==> config.mk <==
export PLATFORM = sky130hd
export DESIGN_NAME = tbc_timer_base
export DESIGN_NICKNAME = d
export VERILOG_FILES = /design/src/hdl/tbc_pkg.sv /design/src/hdl/tbc_pin_filter.sv /design/src/hdl/tbc_timer_base.sv
export SDC_FILE = /design/constraint.sdc
export NUM_CORES = 1
export LEC_CHECK = 0
export BUFFER_PORTS_ARGS = -buffer_cell sky130_fd_sc_hd__buf_2
export CAP_MARGIN = 20
export CORE_ASPECT_RATIO = 2
export CORE_MARGIN = 2
export CORE_UTILIZATION = 45
export DETAILED_ROUTE_END_ITERATION = 6
export GPL_ROUTABILITY_DRIVEN = 0
export RECOVER_POWER = 100
export SLEW_MARGIN = 30
export SYNTH_ARGS = -nofsm -noshare
export SYNTH_HDL_FRONTEND = slang
export SYNTH_SLANG_ARGS = --single-unit
==> constraint.sdc <==
create_clock -name CLK -period 5.42 [get_ports CLK]
set_input_delay 1.084 -clock CLK [delete_from_list [all_inputs] [get_ports CLK]]
set_output_delay 1.084 -clock CLK [all_outputs]
set_load 0.02 [all_outputs]
==> src/hdl/tbc_pkg.sv <==
/*
 package for the timer base and control block: register map, field
 positions, reset values, timing counts and the shared types.
 assumes a 20 MHz system clock and a word-aligned AHB-Lite register bus.
*/
package tbc_pkg;
	////////////////////////////////////////////////////////////////////////
	localparam int SYS_CLK_HZ = 20_000_000;
	localparam int TIME_BASE_CYCLES = 2;
	localparam int T0O_DIVIDE = 64;
	localparam int T2O_DIVIDE = 2;
	localparam int T0O_HALF = T0O_DIVIDE / 2;
	////////////////////////////////////////////////////////////////////////
	localparam logic [7:0] ADDR_TIMER_CONTROL = 8'h88;
	localparam logic [7:0] ADDR_TIMER0_LOW = 8'h8C;
	localparam logic [7:0] ADDR_TIMER0_HIGH = 8'h90;
	localparam logic [7:0] ADDR_TIMER1_LOW = 8'h94;
	localparam logic [7:0] ADDR_TIMER1_HIGH = 8'h98;
	localparam logic [7:0] ADDR_MODE_SELECT = 8'h9C;
	localparam logic [7:0] ADDR_PIN_CTRL = 8'hA0;
	localparam logic [7:0] ADDR_TIMER2_LOW = 8'hA4;
	localparam logic [7:0] ADDR_TIMER2_HIGH = 8'hA8;
	localparam logic [7:0] ADDR_TIMER3_COUNT = 8'hAC;
	localparam logic [7:0] ADDR_IRQ_STATUS = 8'hB0;
	localparam logic [7:0] ADDR_IRQ_CLEAR = 8'hB4;
	localparam logic [7:0] ADDR_IRQ_ENABLE = 8'hB8;
	////////////////////////////////////////////////////////////////////////
	localparam int TC_TF1 = 7;
	localparam int TC_TR1 = 6;
	localparam int TC_TF0 = 5;
	localparam int TC_TR0 = 4;
	localparam int TC_IE1 = 3;
	localparam int TC_IT1 = 2;
	localparam int TC_IE0 = 1;
	localparam int TC_IT0 = 0;
	localparam int PC_T0O_EN = 0;
	localparam int PC_T2O_EN = 1;
	localparam int PC_T2_RUN = 2;
	localparam int PC_T2_CT = 3;
	localparam int PC_T3_RUN = 4;
	localparam int IRQ_T0 = 0;
	localparam int IRQ_T1 = 1;
	localparam int IRQ_T2 = 2;
	localparam int IRQ_T3 = 3;
	localparam int IRQ_EXT0 = 4;
	localparam int IRQ_EXT1 = 5;
	localparam int IRQ_BITS = 6;
	localparam int ACK_EXT0 = 0;
	localparam int ACK_T0 = 1;
	localparam int ACK_EXT1 = 2;
	localparam int ACK_T1 = 3;
	////////////////////////////////////////////////////////////////////////
	localparam logic [7:0] TIMER_CONTROL_RESET = 8'h00;
	localparam logic [7:0] MODE_SELECT_RESET = 8'h00;
	localparam logic [7:0] PIN_CTRL_RESET = 8'h00;
	localparam logic [1:0] MODE_13BIT = 2'h0;
	localparam logic [1:0] MODE_16BIT = 2'h1;
	localparam logic [1:0] MODE_RELOAD = 2'h2;
	localparam logic [1:0] MODE_SPLIT = 2'h3;

	typedef struct packed {
		logic gate;
		logic ct;
		logic [1:0] mode;
	} tbc_mode_type;

	typedef struct packed {
		logic ovf;
		logic [7:0] tl;
		logic [7:0] th;
	} tbc_step_type;
endpackage

==> src/hdl/tbc_pin_filter.sv <==
/*
 three-flop synchroniser and glitch filter for one external pin.
 assumes an asynchronous pin; output changes once flops two and three agree.
*/
`timescale 1ns/1ps
module tbc_pin_filter (
	input wire logic CLK,
	input wire logic RST,
	input wire logic PIN,
	output logic LEVEL,
	output logic FALL,
	output logic RISE
);
	logic [2:0] sync_q;
	logic level_q;
	logic prev_q;
	logic agree;

	// a pulse of one clock never shows equal in stages two and three
	assign agree = (sync_q[1] == sync_q[2]);

	always_ff @(posedge CLK) begin
		if (RST) begin
			sync_q <= 3'h7;
			level_q <= 1'b1;
			prev_q <= 1'b1;
		end else begin
			sync_q <= {sync_q[1:0], PIN};
			if (agree) level_q <= sync_q[2];
			prev_q <= level_q;
		end
	end

	assign LEVEL = level_q;
	assign FALL = prev_q & ~level_q;
	assign RISE = ~prev_q & level_q;
endmodule // tbc_pin_filter

==> src/hdl/tbc_timer_base.sv <==
/*
 timer0..timer3 with control register, overflow pins, interrupt status,
 and an AHB-Lite slave. assumes a single AHB master, word accesses only,
 and interrupt acknowledge pulses from the processor when it vectors.
*/
`timescale 1ns/1ps
module tbc_timer_base (
	input wire logic CLK,
	input wire logic RST,
	input wire logic HSEL,
	input wire logic [31:0] HADDR,
	input wire logic [1:0] HTRANS,
	input wire logic HWRITE,
	input wire logic [2:0] HSIZE,
	input wire logic [31:0] HWDATA,
	input wire logic HREADY,
	output logic [31:0] HRDATA,
	output logic HREADYOUT,
	output logic HRESP,
	input wire logic T0_PIN,
	input wire logic T1_PIN,
	input wire logic T2_PIN,
	input wire logic INT0_N_PIN,
	input wire logic INT1_N_PIN,
	input wire logic SLOW_CRYSTAL_CLOCK,
	input wire logic [3:0] INT_ACK,
	output logic TIMER0_OVERFLOW_OUT,
	output logic TIMER2_OVERFLOW_OUT,
	output logic IRQ
);
	typedef enum logic [1:0] {BUS_IDLE, BUS_WRITE, BUS_READ_WAIT, BUS_READ_DONE} tbc_bus_type;

	tbc_bus_type bus_q, bus_d;
	logic [7:0] addr_q;
	logic [31:0] rdata_q;
	logic accept, wr_phase;
	logic [31:0] rd_mux;
	logic [7:0] wd;
	logic [7:0] timer_control_q, timer_control_d;
	logic [7:0] mode_q, pin_ctrl_q;
	logic [7:0] tl0_q, th0_q, tl1_q, th1_q, tl2_q, th2_q;
	logic [7:0] tl0_d, th0_d, tl1_d, th1_d;
	logic [15:0] t3_q;
	localparam int IRQ_BITS_W = tbc_pkg::IRQ_BITS;
	logic [IRQ_BITS_W-1:0] irq_st_q, irq_en_q, irq_ev;
	logic [3:0] tb_cnt_q;
	logic tick;
	logic [4:0] t0o_div_q;
	logic t0o_q, t2o_q, t0o_pin_q, t2o_pin_q;
	logic t0_fall, t1_fall, t2_fall, sxt_rise;
	logic int0_lvl, int1_lvl, int0_fall, int1_fall;
	tbc_pkg::tbc_mode_type m0, m1;
	tbc_pkg::tbc_step_type step0, step1;
	logic run0, run1, inc0, inc1, th_inc3, split0;
	logic [7:0] tl0_adv;
	logic ovf0_at, ev_ovf0, ev_ovf1, inc2, ev_ovf2, inc3, ev_ovf3;
	logic ev_ext0, ev_ext1;
	logic wr_timer_control, wr_tl0, wr_th0, wr_tl1, wr_th1, wr_mode, wr_pc;
	logic wr_tl2, wr_th2, wr_t3, wr_clr, wr_en;

	// one count step of a timer in modes 0..2; mode 3 is handled outside
	function automatic tbc_pkg::tbc_step_type tbc_step(input logic [1:0] m,
		input logic [7:0] tl, input logic [7:0] th);
		tbc_pkg::tbc_step_type r;
		logic [12:0] c13;
		logic [15:0] c16;
		r.ovf = 1'b0;
		r.tl = tl;
		r.th = th;
		c13 = {th, tl[4:0]} + 13'h0001;
		c16 = {th, tl} + 16'h0001;
		case (m)
			tbc_pkg::MODE_13BIT: begin
				r.ovf = ({th, tl[4:0]} == 13'h1FFF);
				r.th = c13[12:5];
				r.tl = {tl[7:5], c13[4:0]};
			end
			tbc_pkg::MODE_16BIT: begin
				r.ovf = ({th, tl} == 16'hFFFF);
				{r.th, r.tl} = c16;
			end
			tbc_pkg::MODE_RELOAD: begin
				r.ovf = (tl == 8'hFF);
				r.tl = r.ovf ? th : c16[7:0];
			end
			default: begin
				r.ovf = 1'b0;
			end
		endcase
		return r;
	endfunction

	function automatic logic wr_hit(input logic ph, input logic [7:0] a, input logic [7:0] r);
		return ph && (a == r);
	endfunction

	////////////////////////////////////////////////////////////////////////
	// pins
	tbc_pin_filter u_t0 (.CLK(CLK), .RST(RST), .PIN(T0_PIN), .LEVEL(), .FALL(t0_fall), .RISE());
	tbc_pin_filter u_t1 (.CLK(CLK), .RST(RST), .PIN(T1_PIN), .LEVEL(), .FALL(t1_fall), .RISE());
	tbc_pin_filter u_t2 (.CLK(CLK), .RST(RST), .PIN(T2_PIN), .LEVEL(), .FALL(t2_fall), .RISE());
	tbc_pin_filter u_i0 (.CLK(CLK), .RST(RST), .PIN(INT0_N_PIN), .LEVEL(int0_lvl),
		.FALL(int0_fall), .RISE());
	tbc_pin_filter u_i1 (.CLK(CLK), .RST(RST), .PIN(INT1_N_PIN), .LEVEL(int1_lvl),
		.FALL(int1_fall), .RISE());
	tbc_pin_filter u_sx (.CLK(CLK), .RST(RST), .PIN(SLOW_CRYSTAL_CLOCK), .LEVEL(), .FALL(),
		.RISE(sxt_rise));

	////////////////////////////////////////////////////////////////////////
	// bus slave: writes zero-wait, reads one wait state
	assign accept = HSEL && HTRANS[1] && HREADY;
	assign wr_phase = (bus_q == BUS_WRITE);
	assign wd = HWDATA[7:0];
	assign HREADYOUT = (bus_q != BUS_READ_WAIT);
	assign HRESP = 1'b0;
	assign HRDATA = rdata_q;

	always_comb begin
		bus_d = BUS_IDLE;
		if (accept) bus_d = HWRITE ? BUS_WRITE : BUS_READ_WAIT;
		else if (bus_q == BUS_READ_WAIT) bus_d = BUS_READ_DONE;
	end

	assign wr_timer_control = wr_hit(wr_phase, addr_q, tbc_pkg::ADDR_TIMER_CONTROL);
	assign wr_tl0 = wr_hit(wr_phase, addr_q, tbc_pkg::ADDR_TIMER0_LOW);
	assign wr_th0 = wr_hit(wr_phase, addr_q, tbc_pkg::ADDR_TIMER0_HIGH);
	assign wr_tl1 = wr_hit(wr_phase, addr_q, tbc_pkg::ADDR_TIMER1_LOW);
	assign wr_th1 = wr_hit(wr_phase, addr_q, tbc_pkg::ADDR_TIMER1_HIGH);
	assign wr_mode = wr_hit(wr_phase, addr_q, tbc_pkg::ADDR_MODE_SELECT);
	assign wr_pc = wr_hit(wr_phase, addr_q, tbc_pkg::ADDR_PIN_CTRL);
	assign wr_tl2 = wr_hit(wr_phase, addr_q, tbc_pkg::ADDR_TIMER2_LOW);
	assign wr_th2 = wr_hit(wr_phase, addr_q, tbc_pkg::ADDR_TIMER2_HIGH);
	assign wr_t3 = wr_hit(wr_phase, addr_q, tbc_pkg::ADDR_TIMER3_COUNT);
	assign wr_clr = wr_hit(wr_phase, addr_q, tbc_pkg::ADDR_IRQ_CLEAR);
	assign wr_en = wr_hit(wr_phase, addr_q, tbc_pkg::ADDR_IRQ_ENABLE);

	always_comb begin
		case (addr_q)
			tbc_pkg::ADDR_TIMER_CONTROL: rd_mux = {24'h000000, timer_control_q};
			tbc_pkg::ADDR_TIMER0_LOW: rd_mux = {24'h000000, tl0_q};
			tbc_pkg::ADDR_TIMER0_HIGH: rd_mux = {24'h000000, th0_q};
			tbc_pkg::ADDR_TIMER1_LOW: rd_mux = {24'h000000, tl1_q};
			tbc_pkg::ADDR_TIMER1_HIGH: rd_mux = {24'h000000, th1_q};
			tbc_pkg::ADDR_MODE_SELECT: rd_mux = {24'h000000, mode_q};
			tbc_pkg::ADDR_PIN_CTRL: rd_mux = {24'h000000, pin_ctrl_q};
			tbc_pkg::ADDR_TIMER2_LOW: rd_mux = {24'h000000, tl2_q};
			tbc_pkg::ADDR_TIMER2_HIGH: rd_mux = {24'h000000, th2_q};
			tbc_pkg::ADDR_TIMER3_COUNT: rd_mux = {16'h0000, t3_q};
			tbc_pkg::ADDR_IRQ_STATUS: rd_mux = {26'h0000000, irq_st_q};
			tbc_pkg::ADDR_IRQ_ENABLE: rd_mux = {26'h0000000, irq_en_q};
			default: rd_mux = 32'h00000000;
		endcase
	end

	always_ff @(posedge CLK) begin
		if (RST) begin
			bus_q <= BUS_IDLE;
			addr_q <= 8'h00;
			rdata_q <= 32'h00000000;
		end else begin
			bus_q <= bus_d;
			if (accept) addr_q <= HADDR[7:0];
			if (bus_q == BUS_READ_WAIT) rdata_q <= rd_mux;
		end
	end

	////////////////////////////////////////////////////////////////////////
	// time base and timer0/1
	assign tick = (tb_cnt_q == 4'(tbc_pkg::TIME_BASE_CYCLES - 1));
	assign m0 = mode_q[3:0];
	assign m1 = mode_q[7:4];
	assign split0 = (m0.mode == tbc_pkg::MODE_SPLIT);
	// gate lets the external interrupt pin hold the timer
	assign run0 = timer_control_q[tbc_pkg::TC_TR0] & (~m0.gate | int0_lvl);
	assign run1 = timer_control_q[tbc_pkg::TC_TR1] & (~m1.gate | int1_lvl);
	assign inc0 = run0 & (m0.ct ? t0_fall : tick);
	// timer1 halts in mode 3; with timer0 in mode 3 its run bit drives timer0 high byte
	assign inc1 = run1 & (m1.mode != tbc_pkg::MODE_SPLIT) & (m1.ct ? t1_fall : tick);
	assign th_inc3 = split0 & timer_control_q[tbc_pkg::TC_TR1] & tick;
	assign step0 = tbc_step(m0.mode, tl0_q, th0_q);
	assign step1 = tbc_step(m1.mode, tl1_q, th1_q);
	assign tl0_adv = split0 ? tl0_q + 8'h01 : step0.tl;
	assign ovf0_at = split0 ? (tl0_q == 8'hFF) : step0.ovf;
	assign ev_ovf0 = inc0 & ovf0_at;
	assign ev_ovf1 = (inc1 & step1.ovf) | (th_inc3 & (th0_q == 8'hFF));

	// software write to a count byte wins over the count step
	assign tl0_d = wr_tl0 ? wd : (inc0 ? tl0_adv : tl0_q);
	assign th0_d = wr_th0 ? wd : (split0 ? (th_inc3 ? th0_q + 8'h01 : th0_q) :
		(inc0 ? step0.th : th0_q));
	assign tl1_d = wr_tl1 ? wd : (inc1 ? step1.tl : tl1_q);
	assign th1_d = wr_th1 ? wd : (inc1 ? step1.th : th1_q);

	////////////////////////////////////////////////////////////////////////
	// control register: hardware set beats software or vector clear
	assign ev_ext0 = timer_control_q[tbc_pkg::TC_IT0] ? int0_fall : ~int0_lvl;
	assign ev_ext1 = timer_control_q[tbc_pkg::TC_IT1] ? int1_fall : ~int1_lvl;

	always_comb begin
		timer_control_d = wr_timer_control ? wd : timer_control_q;
		if (!wr_timer_control) begin
			timer_control_d[tbc_pkg::TC_TF1] = timer_control_q[tbc_pkg::TC_TF1]
				& ~INT_ACK[tbc_pkg::ACK_T1];
			timer_control_d[tbc_pkg::TC_TF0] = timer_control_q[tbc_pkg::TC_TF0]
				& ~INT_ACK[tbc_pkg::ACK_T0];
			timer_control_d[tbc_pkg::TC_IE1] = timer_control_q[tbc_pkg::TC_IE1]
				& ~INT_ACK[tbc_pkg::ACK_EXT1];
			timer_control_d[tbc_pkg::TC_IE0] = timer_control_q[tbc_pkg::TC_IE0]
				& ~INT_ACK[tbc_pkg::ACK_EXT0];
		end
		if (ev_ovf1) timer_control_d[tbc_pkg::TC_TF1] = 1'b1;
		if (ev_ovf0) timer_control_d[tbc_pkg::TC_TF0] = 1'b1;
		// level mode: flag follows the pin, edge mode: sticky
		if (!timer_control_q[tbc_pkg::TC_IT1]) timer_control_d[tbc_pkg::TC_IE1] = ~int1_lvl;
		else if (ev_ext1) timer_control_d[tbc_pkg::TC_IE1] = 1'b1;
		if (!timer_control_q[tbc_pkg::TC_IT0]) timer_control_d[tbc_pkg::TC_IE0] = ~int0_lvl;
		else if (ev_ext0) timer_control_d[tbc_pkg::TC_IE0] = 1'b1;
	end

	////////////////////////////////////////////////////////////////////////
	// timer2, timer3 real-time counter, events
	assign inc2 = pin_ctrl_q[tbc_pkg::PC_T2_RUN] & (pin_ctrl_q[tbc_pkg::PC_T2_CT] ? t2_fall : tick);
	assign ev_ovf2 = inc2 & ({th2_q, tl2_q} == 16'hFFFF);
	assign inc3 = pin_ctrl_q[tbc_pkg::PC_T3_RUN] & sxt_rise;
	assign ev_ovf3 = inc3 & (t3_q == 16'hFFFF);
	assign irq_ev = {ev_ext1, ev_ext0, ev_ovf3, ev_ovf2, ev_ovf1, ev_ovf0};
	assign IRQ = |(irq_st_q & irq_en_q);
	assign TIMER0_OVERFLOW_OUT = t0o_pin_q;
	assign TIMER2_OVERFLOW_OUT = t2o_pin_q;

	always_ff @(posedge CLK) begin
		if (RST) begin
			tb_cnt_q <= 4'h0;
			timer_control_q <= tbc_pkg::TIMER_CONTROL_RESET;
			mode_q <= tbc_pkg::MODE_SELECT_RESET;
			pin_ctrl_q <= tbc_pkg::PIN_CTRL_RESET;
			{tl0_q, th0_q, tl1_q, th1_q, tl2_q, th2_q} <= 48'h000000000000;
			t3_q <= 16'h0000;
			irq_st_q <= 6'h00;
			irq_en_q <= 6'h00;
			{t0o_div_q, t0o_q, t2o_q, t0o_pin_q, t2o_pin_q} <= 9'h000;
		end else begin
			tb_cnt_q <= tick ? 4'h0 : tb_cnt_q + 4'h1;
			timer_control_q <= timer_control_d;
			{tl0_q, th0_q, tl1_q, th1_q} <= {tl0_d, th0_d, tl1_d, th1_d};
			if (wr_mode) mode_q <= wd;
			if (wr_pc) pin_ctrl_q <= {3'h0, wd[4:0]};
			if (wr_tl2) tl2_q <= wd;
			else if (inc2) tl2_q <= tl2_q + 8'h01;
			if (wr_th2) th2_q <= wd;
			else if (inc2 && tl2_q == 8'hFF) th2_q <= th2_q + 8'h01;
			if (wr_t3) t3_q <= HWDATA[15:0];
			else if (inc3) t3_q <= t3_q + 16'h0001;
			irq_st_q <= irq_ev | (irq_st_q & ~(wr_clr ? HWDATA[5:0] : 6'h00));
			if (wr_en) irq_en_q <= HWDATA[5:0];
			if (ev_ovf0) t0o_div_q <= t0o_div_q + 5'h01;
			// 32 overflows per half period gives a divide by 64
			if (ev_ovf0 && t0o_div_q == 5'(tbc_pkg::T0O_HALF - 1)) t0o_q <= ~t0o_q;
			if (ev_ovf2) t2o_q <= ~t2o_q;
			t0o_pin_q <= pin_ctrl_q[tbc_pkg::PC_T0O_EN] & t0o_q;
			t2o_pin_q <= pin_ctrl_q[tbc_pkg::PC_T2O_EN] & t2o_q;
		end
	end
endmodule // tbc_timer_base

==> reports/results.ini, run 1 <==
[worst_setup_path]
cp_data_arrival_time_ns = 4.05
critPathMostFrequentCell = nor2_1
critPathSlowestCell = clkbuf_1
crit_path_max_fanout = 34
worstSetupPathType = reg2reg
endpoint_kind = register
start_kind = register
crit_chain = clkbuf_1 > nor2_1 > nand3_1 > nor2_1 > a211oi_1
critical_path_required_ns = 5.77
critPathTopFamily = simple AND/OR/NAND/NOR gates
crit_buf_inv = 1
crit_path_max_incr_delay_ns = 1.35

[grt]
grt_pass1_vias = 7659
grt.overflow.total = 0
grt_max_degree = 82
grt_pass1_wl_um = 43000
groute.usage.overall_pct = 27.7
antenna_found_initial = 0

[clocking]
worst_skew_pair.late_latency_ns = 0.45
clock-root-buffer = clkbuf_16
cts-resized-gates = 0
numClockSinks = 166
postCtsSetupBuffers = 0
cts_tree = built
cts_hold_buf = 0
clock_path_buffers = 2
htreeDepth = 4
cts_buffers = 17
path_clk_slew_ns = 0.07

[synthesis]
synth_seq_cells = 166
synth_top_area_share_pct = 37.4
yosys.cell_count.top_type = dfxtp_1
synth_top_area_cell = dfxtp_1
netlist_area_mm2 = 0.00888
avgSynthCellArea_um2 = 8.21
syn_inst = 1081
synth_area_leaders = dfxtp_1 37%, nor2_1 5.4%, nand2_1 4.4%, a21oi_1 3.9%, mux2i_1 3.9%
synth.distinct_cells = 71
synth-edff-count = 0
synthArstFlopShare_pct = 0
synthFlopType = dfxtp_1
synthTopCellsByCount = 166 x dfxtp_1, 127 x nor2_1, 104 x nand2_1
yosysSeqAreaShare_pct = 37.4
ys_warn_count = 0

[final_layout]
regArea_mm2 = 0.00332
stdcell_area_mm2 = 0.00977
syn2layout_area_growth_pct = 10.1
drive_gt1_share_pct = 11.2
multiInputGateArea_mm2 = 0.00513
n_antenna_cell = 0
n_fill_cell = 1930
nets = 1200

[floorplan]
die_y_um = 203
dieArea_mm2 = 0.0209
initial_core_util_pct = 45.8
core_mm2 = 0.0194
die_w_um = 103
io_pins = 121
num_rows = 72

[pwr]
pwr-share-clk_pct = 46.8
p_per_area_mw_per_mm2 = 262
p_sw_uw = 686
ir_worst_vdd_mv = 0.143
seq_power_share_pct = 48.2
p_leak_uw = 0.00333
internal_power_uw = 1880
totalPowerFinal_uw = 2560
combPwrFrac_pct = 5.0
sw_frac_of_total_pct = 26.7

[sta]
worstMarginPinSlew_ns = 1.90
fin_crit_sh_pct = 68.3
hold_viol = 0
finalMaxSlewViolations = 46
finalClockSkew_ns = 0.00957
setup_viol = 0
period_needed_ns = 3.70
relSlewSlack_pct = -26.9
finalSetupTns_ns = 0
rsz0062_at_grt = no
worst_slack_ns = 1.72
max_freq_mhz = 270

[route]
wirelength_um = 28200
drtPass1Iterations = 5
met2_wirelength_um = 14600
via_per_inst = 5.96
drc = 0
wl_met3_um = 1160
wire_per_inst_um = 20.6
ant_nets = 0
first_iter_violations = 527
routed.top_layer = met4
drt-met1-wl_um = 10300
num_vias = 8158

[placed_design]
dp_hpwl_um = 20300
dp_slack_ns = 2.31
io_buffers = 59
post_dp_cell_area_mm2 = 0.00924

[outcome]
violations = max-capacitance violations, max-slew violations
status = complete, but fails checks

[job]
drv_cap = 2

[worst_hold_path]
hold_class = reg2reg

-- area by class of cell --
class | count | share of cell area, %
clock buffer | 17 | 4.35
clock inverter | 15 | 1.64
inverter | 24 | 0.922
multi-input combinational | 823 | 52.5
sequential | 166 | 34.0
tap | 259 | 3.32
timing repair buffer | 65 | 3.21
-- power by group through the flow --
stage	registers (µW)	clock network, µW	logic (µW)
CTS	1240	1220	127
global placement	1270	0	126
finish	1240	1200	127
detailed placement	1270	0	127
global route	1240	1270	136
floorplan	1260	0	87.9
-- metrics by stage --
step                      hold slack (ns)  utilization, %  instances
after detailed placement            0.394            47.7       1337
after floorplan                     0.389               -       1097
after global routing                0.422            50.5       1369
after CTS                           0.413            50.7       1369
final                               0.412            50.5       1369
after global placement              0.391            47.6       1337
-- path summary, 6_finish.rpt --
check	depth (start not counted)	slack, ns	startpoint	to
min	1	0.41	u_i1.sync_q[0]$_SDFF_PP1_	u_i1.sync_q[1]$_SDFF_PP1_
max	5	1.72	addr_q[4]$_SDFFE_PP0P_	t3_q[4]$_SDFFE_PP0P_
max reg2reg	5	1.72	addr_q[4]$_SDFFE_PP0P_	t3_q[4]$_SDFFE_PP0P_
min reg2reg	1	0.41	u_i1.sync_q[0]$_SDFF_PP1_	u_i1.sync_q[1]$_SDFF_PP1_
-- flip-flops by register name, summed over array words and instances (netlist names), 6 cells and up --
register	cells
HRDATA	16
tl1_q	8
addr_q	8
th2_q	8
tl0_q	8
mode_q	8
th0_q	8
irq_st_q	6
timer_control_q	8
tl2_q	8
irq_en_q	6
th1_q	8
t3_q	16
-- metal layers --
metal / GRT usage (%) / up-vias
met3: 4.34 / 95
met1: 30.1 / 3906
met4: 18.8 / 0
li1: - / 3890
met5: 0 / -
met2: 47.8 / 267
-- cells in the final DEF (no fill, tap or decap), types with 5 or more instances in the layout --
| master | n |
|---|---|
| nand4_1 | 17 |
| nand3b_1 | 5 |
| conb_1 | 17 |
| dfxtp_1 | 166 |
| nand2b_1 | 7 |
| buf_2 | 38 |
| a31oi_1 | 9 |
| a32o_1 | 5 |
| nor2b_1 | 11 |
| inv_1 | 23 |
| clkbuf_16 | 17 |
| xor2_1 | 26 |
| or3_1 | 5 |
| mux2i_1 | 35 |
| ha_1 | 19 |
| o32ai_1 | 5 |
| and3_1 | 19 |
| nor2_1 | 128 |
| nor3_1 | 15 |
| a221o_1 | 5 |
| o211ai_1 | 10 |
| a211oi_1 | 46 |
| o21ai_0 | 41 |
| nand2_1 | 104 |
| or2_2 | 27 |
| buf_4 | 6 |
| a21oi_1 | 70 |
| a22oi_1 | 19 |
| clkbuf_1 | 21 |
| nand3_1 | 55 |
| xnor2_1 | 24 |
| and4_1 | 13 |
| a311oi_1 | 5 |
| mux2_2 | 6 |
| nor3b_1 | 8 |
-- cells by family after synthesis --
group | share of synthesized area (%)
buffers and inverters | 5.31
AOI/OAI and AO/OA | 19.2
and+or+nand+nor | 24.6
xor gates and xnor gates | 4.93
adders and majority gates | 2.68
DFF | 37.4
other | 0.0422
muxes | 5.72
Power figures use the tool's default switching activity.
==> run 2, diff against run 1 <==
--- a/config.mk
+++ b/config.mk
@@ -12,6 +12,7 @@
 export CORE_UTILIZATION = 45
 export DETAILED_ROUTE_END_ITERATION = 6
 export GPL_ROUTABILITY_DRIVEN = 0
+export PLACE_DENSITY = 0.67
 export RECOVER_POWER = 100
 export SLEW_MARGIN = 30
 export SYNTH_ARGS = -nofsm -noshare
==> constraint.sdc (replaced) <==
create_clock -name CLK -period 3.2 [get_ports CLK]
set_input_delay 0.64 -clock CLK [delete_from_list [all_inputs] [get_ports CLK]]
set_output_delay 0.64 -clock CLK [all_outputs]
set_load 0.02 [all_outputs]
==> run 2 against run 1 <==
  * The flow still finishes with violations (max-capacitance violations, max-slew violations)
  * Clock power is 74% higher
  * First-iteration DRC count is 32% higher
  * Clock skew is 0.0032 ns lower
  * Sequential power is 69% higher
  * Routed wire length rose by 1.2%
  * Sequential cell count stayed put
  * Largest cell class unchanged
  * Largest power group unchanged
==> reports/results.ini, run 2 (synthesis results as in run 1) <==
[sta]
relSlewSlack_pct = -15.6  ; +11 points
max_freq_mhz = 340  ; +26%
period_needed_ns = 2.94  ; -0.760 ns
setup_viol = 0  ; unchanged
rsz0062_at_grt = no
fin_crit_sh_pct = 91.9  ; +24 points
finalClockSkew_ns = 0.00635  ; -0.00322 ns
hold_viol = 0  ; unchanged
finalSetupTns_ns = 0  ; unchanged
worst_slack_ns = 0.259  ; -1.46 ns
finalMaxSlewViolations = 155  ; +240%
worstMarginPinSlew_ns = 1.73  ; -0.168 ns

[grt]
antenna_found_initial = 0  ; unchanged
grt_max_degree = 155  ; +89%
groute.usage.overall_pct = 28.4  ; +0.72 points
grt_pass1_vias = 7977  ; +4.2%
grt_pass1_wl_um = 44200  ; +2.9%
grt.overflow.total = 0  ; unchanged

[final_layout]
n_fill_cell = 1918  ; -0.62%
syn2layout_area_growth_pct = 10.9
n_antenna_cell = 0  ; unchanged
drive_gt1_share_pct = 11.8  ; +0.63 points
final_common_cell = dfxtp_1
nets = 1209  ; +0.75%
final_cell_mix = 166 x dfxtp_1, 128 x nor2_1, 104 x nand2_1
stdcell_area_mm2 = 0.00985  ; +0.76%

[clocking]
postCtsSetupBuffers = 0  ; unchanged
cts-resized-gates = 0  ; unchanged
cts_tree = built
clock_path_buffers = 2  ; unchanged
cts_hold_buf = 0  ; unchanged
htreeDepth = 4  ; unchanged
path_clk_slew_ns = 0.07  ; about the same
clock-root-buffer = clkbuf_16
worst_skew_pair.late_latency_ns = 0.45  ; about the same
numClockSinks = 166  ; unchanged
cts_buffers = 17  ; unchanged

[pwr]
combPwrFrac_pct = 4.8  ; -0.2 points
pwr-share-clk_pct = 47.5  ; +0.7 points
p_sw_uw = 1060  ; +55%
seq_power_share_pct = 47.7  ; -0.5 points
p_per_area_mw_per_mm2 = 447  ; +70%
sw_frac_of_total_pct = 24.1  ; -2.6 points
internal_power_uw = 3340  ; +78%
ir_worst_vdd_mv = 0.256  ; +79%
p_leak_uw = 0.00337  ; +1.3%

[floorplan]
num_rows = 72  ; unchanged
io_pins = 121  ; unchanged
initial_core_util_pct = 45.8  ; unchanged
die_w_um = 103  ; unchanged
core_mm2 = 0.0194  ; unchanged
die_y_um = 203  ; unchanged
dieArea_mm2 = 0.0209  ; unchanged

[placed_design]
io_buffers = 59  ; unchanged
dp_hpwl_um = 20500  ; +1.0%
post_dp_cell_area_mm2 = 0.00930  ; +0.72%
dp_slack_ns = 0.691  ; -1.62 ns

[route]
first_iter_violations = 695  ; +32%
wire_per_inst_um = 20.7  ; +0.56%
wirelength_um = 28500  ; +1.2%
drtPass1Iterations = 5  ; unchanged
via_per_inst = 6.03  ; +1.1%
drc = 0  ; unchanged
num_vias = 8305  ; +1.8%
ant_nets = 0  ; unchanged

[worst_setup_path]
start_kind = register
critical_path_required_ns = 3.53  ; -2.24 ns
reg2reg_slack_ns = 0.26  ; -1.46 ns
crit_path_max_fanout = 21  ; -38%
endpoint_kind = register
cp_data_arrival_time_ns = 3.27  ; -0.78 ns
worstSetupPathType = reg2reg

[worst_hold_path]
hold_class = in2reg

[outcome]
violations = max-capacitance violations, max-slew violations
status = complete, but fails checks

[job]
drv_cap = 1  ; -1

==> run 2: cell count changes in the layout (fill, tap and decap cells not counted), sizes merged <==
cell	delta
buf	+4
clkbuf	+7
bufinv	+2
inv	-4
==> run 2: final cells by class <==
type	count	area, µm²	share of cell area, %
Multi-Input combinational cell	823	5140	52.2
Sequential cell	166	3320	33.8
Clock buffer	19	453	4.60
Timing Repair Buffer	74	370	3.76
Tap cell	259	324	3.29
Clock inverter	13	148	1.50
Inverter	24	90.1	0.915
==> run 2: power groups by stage <==
| stage | clock network [µW] | registers (µW) | logic [µW] |
|---|---|---|---|
| 4_1_cts | 2130 | 2100 | 213 |
| 2_1_floorplan | 0 | 2140 | 149 |
| 3_5_place_dp | 0 | 2150 | 212 |
| 6_report | 2090 | 2100 | 211 |
| 3_3_place_gp | 0 | 2140 | 211 |
| 5_1_grt | 2210 | 2100 | 225 |
==> run 2: metrics by stage <==
step	utilization [%]	hold slack, ns	total power [µW]	std cells
2_1_floorplan	-	0.389	2290	1097
3_3_place_gp	48.0	0.391	2360	1346
3_5_place_dp	48.0	0.394	2360	1346
4_1_cts	51.1	0.354	4440	1378
5_1_grt	50.8	0.365	4540	1378
6_report	50.8	0.367	4400	1378
==> run 2: path summary, 6_finish.rpt <==
path / depth (start not counted) / end / from
min reg2reg: 1 / u_t2.sync_q[1]$_SDFF_PP1_ / u_t2.sync_q[0]$_SDFF_PP1_
min: 2 / u_i0.sync_q[0]$_SDFF_PP1_ / INT0_N_PIN
max: 7 / HRDATA[6]$_SDFFE_PP0P_ / addr_q[5]$_SDFFE_PP0P_
max reg2reg: 7 / HRDATA[6]$_SDFFE_PP0P_ / addr_q[5]$_SDFFE_PP0P_
==> run 2: metal layers <==
layer / part of all wire [%] / wire [µm] / vias to the layer above / track usage [%]
met2: 51 / 14500 / 353 / 48.1
li1: - / - / 3926 / -
met1: 34 / 9740 / 3881 / 29.0
met4: 9.4 / 2680 / 0 / 22.9
met5: 0 / 0 / - / 0
met3: 5.6 / 1590 / 145 / 6.30
==> run 2: worst max-delay path, stage by stage, from the launching register on <==
cell	delay (ns)
dfxtp_1	0.32
clkbuf_2	0.42
mux2i_1	0.14
nor2_1	0.32
a21oi_1	0.07
o311ai_0	1.00
o211ai_1	0.22
a221oi_1	0.32
